**config.mk**
```make
export PLATFORM = sky130hd
export DESIGN_NAME = i2c_second_addr_flags
export DESIGN_NICKNAME = d
export VERILOG_FILES = /design/src/rtl/i2c_flags_pkg.sv /design/src/rtl/i2c_first_frame.sv /design/src/rtl/i2c_pin_sync.sv /design/src/rtl/i2c_second_addr_flags.sv
export VERILOG_INCLUDE_DIRS = /design/src /design/src/rtl
export SDC_FILE = /design/constraint.sdc
export NUM_CORES = 1
export LEC_CHECK = 0
export BUFFER_PORTS_ARGS = -buffer_cell sky130_fd_sc_hd__buf_2
export CORE_MARGIN = 1
export CORE_UTILIZATION = 30
export DETAILED_ROUTE_END_ITERATION = 10
export PLACE_DENSITY = 0.55
export SYNTH_ARGS = -nofsm -noshare
export SYNTH_HDL_FRONTEND = slang
export SYNTH_HIERARCHICAL = 1
export SYNTH_SLANG_ARGS = --single-unit
```
**constraint.sdc**
```tcl
create_clock -name aclk -period 1.9 [get_ports aclk]
set_clock_uncertainty 0.15 [all_clocks]
set_input_delay 0.19 -clock aclk [delete_from_list [all_inputs] [get_ports aclk]]
set_output_delay 0.19 -clock aclk [all_outputs]
set_load 0.05 [all_outputs]
```
**src/rtl/i2c_flags_defs.svh**
```systemverilog
// Register offsets, field positions and reset values of the transfer flag block
`ifndef I2C_FLAGS_DEFS_SVH
`define I2C_FLAGS_DEFS_SVH

// ==========================================================
// Register byte offsets
`define I2CF_OFS_ADDR 8'h00
`define I2CF_OFS_STAT 8'h04

// ==========================================================
// Second slave address register fields
`define I2CF_ADDR_TOP 7
`define I2CF_ADDR_BOT 1
`define I2CF_FMT_BIT 0
`define I2CF_ADDR_RST 8'h00

// ==========================================================
// Status register fields
`define I2CF_CTR_BIT 5
`define I2CF_AMX_BIT 4
`define I2CF_IRQ_BIT 0
`define I2CF_FLAG_RST 1'b0

// ==========================================================
// Bus answers and synchroniser depth
`define I2CF_RESP_OKAY 2'b00
`define I2CF_RESP_SLVERR 2'b10
`define I2CF_SYNC_STAGES 2

`endif

```
**src/rtl/i2c_flags_pkg.sv**
```systemverilog
// Types shared by the transfer flag block
package i2c_flags_pkg;

  // Operating mode levels from the interface core
  typedef struct packed {
    logic master;
    logic slave;
  } mode_s;

  // First frame after a start condition
  typedef struct packed {
    logic start;
    logic valid;
    logic [7:0] data;
  } frame_s;

  // Frame capture states, Gray coded
  typedef enum logic [1:0] {
    FR_IDLE = 2'b00,
    FR_SHIFT = 2'b01,
    FR_DONE = 2'b11
  } frame_state_e;

endpackage : i2c_flags_pkg

```
**src/rtl/i2c_first_frame.sv**
```systemverilog
// Start detection and capture of the first byte after a start condition
module i2c_first_frame (
  input wire logic aclk,
  input wire logic aresetn,
  input wire logic scl,
  input wire logic sda,
  output i2c_flags_pkg::frame_s frame
);
  import i2c_flags_pkg::*;

  logic scl_q;
  logic sda_q;
  logic start_det;
  logic stop_det;
  logic scl_rise;
  frame_state_e state_q;
  logic [2:0] bit_cnt_q;
  logic [7:0] shift_q;

  // ==========================================================
  // Edge history of the synchronised lines
  always_ff @(posedge aclk) begin
    if (!aresetn) begin
      scl_q <= 1'b1;
      sda_q <= 1'b1;
    end else begin
      scl_q <= scl;
      sda_q <= sda;
    end
  end

  // Start and stop are data edges while the clock line is high
  assign start_det = scl & scl_q & sda_q & !sda;
  assign stop_det = scl & scl_q & !sda_q & sda;
  assign scl_rise = scl & !scl_q;

  // ==========================================================
  // Shift in eight bits, MSB first, then wait for the next start
  always_ff @(posedge aclk) begin
    if (!aresetn) begin
      state_q <= FR_IDLE;
      bit_cnt_q <= 3'h0;
      shift_q <= 8'h00;
    end else if (start_det) begin
      state_q <= FR_SHIFT;
      bit_cnt_q <= 3'h0;
    end else if (stop_det) begin
      state_q <= FR_IDLE;
    end else begin
      case (state_q)
        FR_SHIFT: begin
          if (scl_rise) begin
            shift_q <= {shift_q[6:0], sda};
            bit_cnt_q <= bit_cnt_q + 3'h1;
            if (bit_cnt_q == 3'h7) begin
              state_q <= FR_DONE;
            end
          end
        end
        default: begin
        end
      endcase
    end
  end

  // Pulse in the cycle the eighth bit is taken
  assign frame.start = start_det;
  assign frame.valid = (state_q == FR_SHIFT) && scl_rise && (bit_cnt_q == 3'h7) && !start_det && !stop_det;
  assign frame.data = {shift_q[6:0], sda};

endmodule : i2c_first_frame

```
**src/rtl/i2c_pin_sync.sv**
```systemverilog
// Two-stage synchroniser for asynchronous bus pins
module i2c_pin_sync #(
  parameter int WIDTH = 2
) (
  input wire logic aclk,
  input wire logic aresetn,
  input wire logic [WIDTH-1:0] pin,
  output logic [WIDTH-1:0] pin_sync
);

  // ==========================================================
  // Per-bit flip-flop pair
  genvar i;
  generate
    for (i = 0; i < WIDTH; i++) begin : g_bit
      logic meta_q;
      logic stable_q;
      // First stage feeds only the second
      always_ff @(posedge aclk) begin
        if (!aresetn) begin
          meta_q <= 1'b1;
          stable_q <= 1'b1;
        end else begin
          meta_q <= pin[i];
          stable_q <= meta_q;
        end
      end
      assign pin_sync[i] = stable_q;
    end
  endgenerate

endmodule : i2c_pin_sync

```
**src/rtl/i2c_second_addr_flags.sv**
```systemverilog
// Continuous-transfer and second-address flags with an AXI4-Lite register slave
//
// The AXI4-Lite interface to the registers and the placing of the registers were decided locally.
`include "i2c_flags_defs.svh"

// Operation
// - Slave: empty/full rise with match raises request
// - Not slave: empty/full rise raises request
// - Request 1 means continuous transfer state
// - First frame matching second address sets match
// - Match set only when format select 0
// - Clear by reading 1 then writing 0
// - Start condition clears match flag
// - Entering master mode clears match flag
// - Request raise also raises interface interrupt
// - Request clears by read/write or interrupt clear
module i2c_second_addr_flags (
  input wire logic aclk,
  input wire logic aresetn,
  // AXI4-Lite write address
  input wire logic [7:0] awaddr,
  input wire logic awvalid,
  output logic awready,
  // AXI4-Lite write data
  input wire logic [31:0] wdata,
  input wire logic [3:0] wstrb,
  input wire logic wvalid,
  output logic wready,
  // AXI4-Lite write response
  output logic [1:0] bresp,
  output logic bvalid,
  input wire logic bready,
  // AXI4-Lite read address
  input wire logic [7:0] araddr,
  input wire logic arvalid,
  output logic arready,
  // AXI4-Lite read data
  output logic [31:0] rdata,
  output logic [1:0] rresp,
  output logic rvalid,
  input wire logic rready,
  // Bus pins, sampled levels
  input wire logic scl_in,
  input wire logic sda_in,
  // Interface core status
  input i2c_flags_pkg::mode_s mode,
  input wire logic tx_data_empty_flag,
  input wire logic rx_data_full_flag,
  input wire logic other_irq_event,
  // Flag outputs
  output logic continuous_transfer_req_flag,
  output logic second_addr_match_flag,
  output logic iface_irq_flag
);
  import i2c_flags_pkg::*;

  // ==========================================================
  // Declarations
  logic [1:0] pins_sync;
  frame_s frame;
  logic aw_full_q;
  logic aw_full_d;
  logic [7:0] awaddr_q;
  logic w_full_q;
  logic w_full_d;
  logic [31:0] wdata_q;
  logic [3:0] wstrb_q;
  logic wr_fire;
  logic bvalid_d;
  logic ar_fire;
  logic rvalid_d;
  logic [31:0] rd_word;
  logic rd_hit;
  logic wr_hit;
  logic stat_wr;
  logic stat_rd;
  logic [7:0] second_slave_addr_reg;
  logic ctr_q;
  logic amx_q;
  logic irq_q;
  logic arm_ctr_q;
  logic arm_amx_q;
  logic arm_irq_q;
  logic tde_q;
  logic rdf_q;
  logic master_q;
  logic data_event;
  logic ctr_set;
  logic ctr_clr;
  logic amx_set;
  logic amx_clr;
  logic irq_set;
  logic irq_clr;
  logic addr_match;

  // ==========================================================
  // Pin synchronisation and first-frame capture
  i2c_pin_sync #(
    .WIDTH(2)
  ) u_sync (
    .aclk(aclk),
    .aresetn(aresetn),
    .pin({scl_in, sda_in}),
    .pin_sync(pins_sync)
  );

  i2c_first_frame u_frame (
    .aclk(aclk),
    .aresetn(aresetn),
    .scl(pins_sync[1]),
    .sda(pins_sync[0]),
    .frame(frame)
  );

  // ==========================================================
  // Write channel: address and data held independently
  assign wr_fire = aw_full_q && w_full_q && !bvalid;
  assign aw_full_d = (aw_full_q && !wr_fire) || (awvalid && awready);
  assign w_full_d = (w_full_q && !wr_fire) || (wvalid && wready);
  assign bvalid_d = wr_fire || (bvalid && !bready);

  // Holding registers for address and data
  always_ff @(posedge aclk) begin
    if (!aresetn) begin
      aw_full_q <= 1'b0;
      w_full_q <= 1'b0;
      awready <= 1'b0;
      wready <= 1'b0;
      awaddr_q <= 8'h00;
      wdata_q <= 32'h0000_0000;
      wstrb_q <= 4'h0;
    end else begin
      aw_full_q <= aw_full_d;
      w_full_q <= w_full_d;
      awready <= !aw_full_d;
      wready <= !w_full_d;
      if (awvalid && awready) begin
        awaddr_q <= awaddr;
      end
      if (wvalid && wready) begin
        wdata_q <= wdata;
        wstrb_q <= wstrb;
      end
    end
  end

  // Write decode, word aligned
  always_comb begin
    wr_hit = 1'b0;
    stat_wr = 1'b0;
    if (awaddr_q == `I2CF_OFS_ADDR) begin
      wr_hit = 1'b1;
    end else if (awaddr_q == `I2CF_OFS_STAT) begin
      wr_hit = 1'b1;
      stat_wr = wr_fire && wstrb_q[0];
    end
  end

  // Write response, error for unmapped offsets
  always_ff @(posedge aclk) begin
    if (!aresetn) begin
      bvalid <= 1'b0;
      bresp <= `I2CF_RESP_OKAY;
    end else begin
      bvalid <= bvalid_d;
      if (wr_fire) begin
        bresp <= wr_hit ? `I2CF_RESP_OKAY : `I2CF_RESP_SLVERR;
      end
    end
  end

  // Second slave address and format select
  always_ff @(posedge aclk) begin
    if (!aresetn) begin
      second_slave_addr_reg <= `I2CF_ADDR_RST;
    end else if (wr_fire && wstrb_q[0] && (awaddr_q == `I2CF_OFS_ADDR)) begin
      second_slave_addr_reg <= wdata_q[7:0];
    end
  end

  // ==========================================================
  // Read channel: one read under way at a time
  assign ar_fire = arvalid && arready;
  assign rvalid_d = ar_fire || (rvalid && !rready);

  // Read decode
  always_comb begin
    rd_word = 32'h0000_0000;
    rd_hit = 1'b0;
    stat_rd = 1'b0;
    if (araddr == `I2CF_OFS_ADDR) begin
      rd_hit = 1'b1;
      rd_word[7:0] = second_slave_addr_reg;
    end else if (araddr == `I2CF_OFS_STAT) begin
      rd_hit = 1'b1;
      stat_rd = ar_fire;
      rd_word[`I2CF_CTR_BIT] = ctr_q;
      rd_word[`I2CF_AMX_BIT] = amx_q;
      rd_word[`I2CF_IRQ_BIT] = irq_q;
    end
  end

  // Read data register
  always_ff @(posedge aclk) begin
    if (!aresetn) begin
      arready <= 1'b0;
      rvalid <= 1'b0;
      rdata <= 32'h0000_0000;
      rresp <= `I2CF_RESP_OKAY;
    end else begin
      arready <= !rvalid_d;
      rvalid <= rvalid_d;
      if (ar_fire) begin
        rdata <= rd_word;
        rresp <= rd_hit ? `I2CF_RESP_OKAY : `I2CF_RESP_SLVERR;
      end
    end
  end

  // ==========================================================
  // Read-then-write clear arming: a read that returns 1 arms the bit
  always_ff @(posedge aclk) begin
    if (!aresetn) begin
      arm_ctr_q <= 1'b0;
      arm_amx_q <= 1'b0;
      arm_irq_q <= 1'b0;
    end else if (stat_rd) begin
      arm_ctr_q <= ctr_q;
      arm_amx_q <= amx_q;
      arm_irq_q <= irq_q;
    end else if (stat_wr) begin
      arm_ctr_q <= 1'b0;
      arm_amx_q <= 1'b0;
      arm_irq_q <= 1'b0;
    end
  end

  // ==========================================================
  // Event sources from the interface core
  always_ff @(posedge aclk) begin
    if (!aresetn) begin
      tde_q <= 1'b0;
      rdf_q <= 1'b0;
      master_q <= 1'b0;
    end else begin
      tde_q <= tx_data_empty_flag;
      rdf_q <= rx_data_full_flag;
      master_q <= mode.master;
    end
  end

  // Empty or full flag becoming 1
  assign data_event = (tx_data_empty_flag && !tde_q) || (rx_data_full_flag && !rdf_q);

  // ==========================================================
  // Continuous-transfer request flag
  assign ctr_set = data_event && (mode.slave ? amx_q : 1'b1);
  assign ctr_clr = (stat_wr && !wdata_q[`I2CF_CTR_BIT] && arm_ctr_q) || irq_clr;

  // Set wins over a clear in the same cycle
  always_ff @(posedge aclk) begin
    if (!aresetn) begin
      ctr_q <= `I2CF_FLAG_RST;
    end else if (ctr_set) begin
      ctr_q <= 1'b1;
    end else if (ctr_clr) begin
      ctr_q <= 1'b0;
    end
  end

  // ==========================================================
  // Interface interrupt flag
  assign irq_set = ctr_set || other_irq_event;
  assign irq_clr = stat_wr && !wdata_q[`I2CF_IRQ_BIT] && arm_irq_q;

  // Raised in the same cycle as the request flag
  always_ff @(posedge aclk) begin
    if (!aresetn) begin
      irq_q <= `I2CF_FLAG_RST;
    end else if (irq_set) begin
      irq_q <= 1'b1;
    end else if (irq_clr) begin
      irq_q <= 1'b0;
    end
  end

  // ==========================================================
  // Second-address match flag
  assign addr_match = frame.data[7:1] == second_slave_addr_reg[`I2CF_ADDR_TOP:`I2CF_ADDR_BOT];
  assign amx_set = frame.valid && mode.slave && !mode.master && addr_match
    && !second_slave_addr_reg[`I2CF_FMT_BIT];
  assign amx_clr = frame.start
    || (mode.master && !master_q)
    || (stat_wr && !wdata_q[`I2CF_AMX_BIT] && arm_amx_q);

  // Set wins over a clear in the same cycle
  always_ff @(posedge aclk) begin
    if (!aresetn) begin
      amx_q <= `I2CF_FLAG_RST;
    end else if (amx_set) begin
      amx_q <= 1'b1;
    end else if (amx_clr) begin
      amx_q <= 1'b0;
    end
  end

  // ==========================================================
  // Flag outputs straight from flops
  assign continuous_transfer_req_flag = ctr_q;
  assign second_addr_match_flag = amx_q;
  assign iface_irq_flag = irq_q;

endmodule : i2c_second_addr_flags
```
==> flow_metrics.tcl, run 1 <==
set metrics [dict create \
    wl_per_cell_um 11.1 \
    min_from "awvalid" \
    rows 35 \
    cts_root_buf "clkbuf_8" \
    end_kind "flop" \
    num_vias 2371 \
    ff2ff_setup_slack_ns 0.24 \
    firstDrtPassIters 4 \
    hpwl_mm 4.34 \
    grt_usage_pct 13.1 \
    avgSynthCellArea_um2 8.82 \
    netlist_instances 331 \
    cts_sinks 69 \
    report.final.slew_viol_count 0 \
    worstPathRequired_ns 1.97 \
    finalCriticalPeriod_ns 1.66 \
    power_mw 3.34 \
    grt_pass1_vias 2226 \
    post_cts_resized 0 \
    rsz0062_at_grt "false" \
    setup_ws_ns 0.238 \
    place_ws_ns 0.229 \
    drive_above_1_share_pct 19.6 \
    n_antenna_cell 0 \
    reg2regPathDepth 5 \
    wl_mm 6.10 \
    io_buffers 56 \
    hold_path_class "in -> reg" \
    via_per_inst 4.33 \
    final_hold_viol_count 0 \
    maxCapViolations 0 \
    syn_area_um2 2920 \
    cts_buffer_depth 2 \
    dpl_cell_area_um2 3220 \
    core_um2 9330 \
    clk_pin_slew_ns 0.08 \
    die_h_um 101 \
    multi_input_area_um2 1320 \
    grt_max_degree 42 \
    numCtsBuffers 9 \
    drtIter0Drc 56 \
    htree_levels 3 \
    status "finished, final reports clean" \
    final_core_util_pct 39.9 \
    arrival_ns 1.73 \
    p_per_area_nw_per_um2 896 \
    ys_warn_count 6 \
    hold_depth 3 \
    hold_ws_ns 0.0211 \
    fin_area_um2 3720 \
    crit_fanout 8 \
    fin_crit_sh_pct 87.5 \
    drc 0 \
    dieArea_um2 10100 \
    cts_setup_buffers 0 \
    min_to "awaddr_q[4]" \
    final-seq-area_um2 1380 \
    drtAntennaViolNets 0 \
    worstSetupStartpointType "flop" \
    fin_cells 547 \
    overflow 0 \
    p_leak_nw 1.58 \
    fmax_mhz 602 \
    clkLatencyLatePin_ns 0.35 \
    die_w_um 101 \
    r2r_start "awaddr_q[4]" \
    grt_pass1_wl_mm 10.2 \
    start_util_pct 31.3 \
    ios 110 \
    cts_tree "built" \
    fillCellCount 945 \
    cts_hold_buf 26 \
    gp_congestion 0.736 \
    numPlacedInstances 505 \
    ir_worst_vdd_mv 0.440 \
    crit_type "reg -> reg" \
    fin_tns_setup_ns 0 \
    nets 481 \
    antenna_found_initial 0 \
    r2r_end "second_slave_addr_reg[6]" \
    area_delta_synth_final_pct 27.5 \
    setup_viol 0 \
]
==> layout by cell type, fill, tap and decap left out, types with 3 or more instances in the layout <==
| master | instances |
|---|---|
| xnor2_1 | 4 |
| a22oi_1 | 5 |
| a21oi_1 | 27 |
| nand3_1 | 10 |
| nand2b_1 | 10 |
| nand4_1 | 3 |
| nand2_1 | 62 |
| buf_4 | 7 |
| dlygate4sd3_1 | 26 |
| conb_1 | 26 |
| a21boi_0 | 3 |
| and2_1 | 7 |
| a21boi_1 | 7 |
| o21ai_0 | 6 |
| buf_2 | 56 |
| o22ai_1 | 4 |
| nor4_1 | 3 |
| xor2_1 | 5 |
| mux2i_1 | 11 |
| nor2_1 | 20 |
| inv_1 | 8 |
| dfxtp_1 | 69 |
| clkbuf_8 | 9 |
| bufinv_16 | 3 |
==> report_power, final <==
part,internal [mW],switching (mW),total [mW],leakage (nW)
clock,0.872,0.549,1.42,0.116
sequential,1.49,0.0306,1.52,0.562
combinational,0.127,0.269,0.396,0.897
total,2.49,0.848,3.34,1.58
==> per-layer routing <==
layer | track usage (%) | part of all wire [%] | vias up
li1 | - | - | 1221
met1 | 17.1 | 50 | 1066
met2 | 20.1 | 43 | 79
met3 | 5.06 | 6.6 | 5
met4 | 4.01 | 0.93 | 0
met5 | 0 | 0 | -
==> critical path, stage by stage (launching register included) <==
cell     delay, ns
dfxtp_1       0.34
nor4_4        0.36
and4b_1       0.24
buf_4         0.19
mux2i_1       0.20
nor2_1        0.05
==> layout make-up <==
class	count	area share, %
inverter	8	0.806
timing repair buffer	89	15.9
clock buffer	10	3.43
multi-input combinational	236	35.4
sequential	69	37.1
clock inverter	6	2.99
tap	129	4.33
==> worst max path at each step <==
stage	depth (start not counted)	to	start
floorplan	5	second_slave_addr_reg[0]	bvalid
global placement	5	second_slave_addr_reg[0]	awaddr_q[4]
detailed placement	5	second_slave_addr_reg[0]	awaddr_q[4]
CTS	5	second_slave_addr_reg[0]	awaddr_q[4]
global route	5	second_slave_addr_reg[0]	awaddr_q[4]
finish	5	second_slave_addr_reg[6]	awaddr_q[4]
No activity file was read; power rests on OpenSTA's default activity.
==> run 2: changes to the inputs <==
Clock period 1.9 ns to 1.7 ns, I/O delays scaled along.
==> flow_metrics.tcl, run 2 (same netlist as run 1, synthesis figures left out) <==
set metrics [dict create \
    grt_pass1_wl_mm 10.0 \
    status "finished, final reports clean" \
    numPlacedInstances 505 \
    n_antenna_cell 0 \
    use_met2_pct 20.1 \
    grt_use_met3_pct 4.85 \
    via_per_inst 4.32 \
    ir_worst_vdd_mv 0.658 \
    antenna_found_initial 0 \
    nets 486 \
    final_hold_viol_count 0 \
    wl_mm 6.14 \
    end_kind "flop" \
    drc 0 \
    wl_per_cell_um 11.1 \
    cts_buffer_depth 2 \
    worstPathRequired_ns 1.77 \
    maxCapViolations 0 \
    fillCellCount 963 \
    rows 35 \
    clk_pin_slew_ns 0.08 \
    firstDrtPassIters 4 \
    overflow 0 \
    reg2regPathDepth 5 \
    hpwl_mm 4.24 \
    busiest_layer "met2" \
    cts_setup_buffers 0 \
    worstSetupStartpointType "flop" \
    crit_type "reg -> reg" \
    gp_congestion 0.727 \
    crit_fanout 8 \
    drtIter0Drc 65 \
    drtAntennaViolNets 0 \
    clkLatencyLatePin_ns 0.34 \
    cts_sinks 69 \
    die_w_um 101 \
    ff2ff_setup_slack_ns 0.05 \
    arrival_ns 1.71 \
    setup_viol 0 \
    crit_start "awaddr_q[7]" \
    layout_common_cells "dfxtp_1, nand2_1, buf_2, dlygate4sd3_1, a21oi_1" \
    num_vias 2385 \
    cts_tree "built" \
    final_common_cell "dfxtp_1" \
    ios 110 \
    hold_path_class "in -> reg" \
    finalCriticalPeriod_ns 1.65 \
    core_um2 9330 \
    fmax_mhz 607 \
    grt_max_degree 42 \
    cp-endpoint "second_slave_addr_reg[6]" \
    start_util_pct 31.3 \
    use_met1_pct 16.5 \
    htree_levels 3 \
    die_h_um 101 \
    rsz0062_at_grt "true" \
    fin_crit_sh_pct 96.9 \
    fin_cells 552 \
    report.final.slew_viol_count 0 \
    numCtsBuffers 9 \
    drive_above_1_share_pct 21.0 \
    grt_pass1_vias 2161 \
    r2r_start "awaddr_q[7]" \
    io_buffers 56 \
    r2r_end "second_slave_addr_reg[6]" \
    p_leak_nw 1.57 \
    grt_usage_pct 13.0 \
    cts_root_buf "clkbuf_8" \
    dieArea_um2 10100 \
    p_per_area_nw_per_um2 923 \
    area_delta_synth_final_pct 28.9 \
    fin_tns_setup_ns 0 \
]
## run 2: how the worst min path moves through the flow
| stage | start | to | slack, ns | cells after the start |
|---|---|---|---|---|
| 6_report | arvalid | rresp[1] | 0.03 | 3 |
| 5_1_grt | arvalid | rresp[1] | 0.03 | 3 |
| 4_1_cts | awvalid | awaddr_q[7] | 0.003 | 3 |
| 3_5_place_dp | sda_in | u_sync/g_bit[0].meta_q | 0.21 | 2 |
| 3_3_place_gp | sda_in | u_sync/g_bit[0].meta_q | 0.21 | 2 |
| 2_1_floorplan | aresetn | u_frame/scl_q | 0.09 | 1 |
## run 2: layer usage
layer	part of all wire [%]	wire, um
met4	1.2	75
met5	0	0
met2	44	2670
met1	49	3040
met3	5.7	351
## run 2: cell type report
class	count	area (um2)	area share, %
multi-input cells	236	1330	35.4
clock inverters	7	75.1	1.99
inverters	8	30.0	0.798
flip-flops and latches	69	1390	36.8
repair buffers	94	656	17.4
clock buffers	9	124	3.29
well taps	129	161	4.29
## run 2: critical path: stages, from the launching register on
cell and delay [ns]:
dfxtp_2 0.34, nor4_4 0.34, and4b_1 0.29, buf_12 0.15, mux2i_2 0.20, nor2_1 0.05
## run 2: timing repair
item / 4_1_cts / 5_1_grt
endpoints found under the hold margin: 26 / 1
hold buffers: 30 / 1
gates resized for setup: 0 / 5
endpoints found under the setup margin: 0 / 9
## run 2: per-stage QoR
| stage | util, % | hold slack, ns | setup WS, ns | power [mW] | cell area [um2] |
|---|---|---|---|---|---|
| final | 40.3 | 0.0268 | 0.0519 | 3.47 | 3760 |
| after global routing | 40.3 | 0.0322 | -0.0692 | 3.63 | 3760 |
| after CTS | 40.1 | 0.00264 | 0.0419 | 3.52 | 3740 |
| after detailed placement | 34.7 | 0.207 | 0.0657 | 2.13 | 3240 |
| after global placement | 34.7 | 0.210 | 0.0690 | 2.13 | 3240 |
| after floorplan | - | 0.0930 | 0.00677 | 2.08 | 3020 |
## run 2: power breakdown
group | internal (mW) | switching, mW
combinational | 0.149 | 0.302
sequential | 1.66 | 0.0354
clock | 0.681 | 0.640
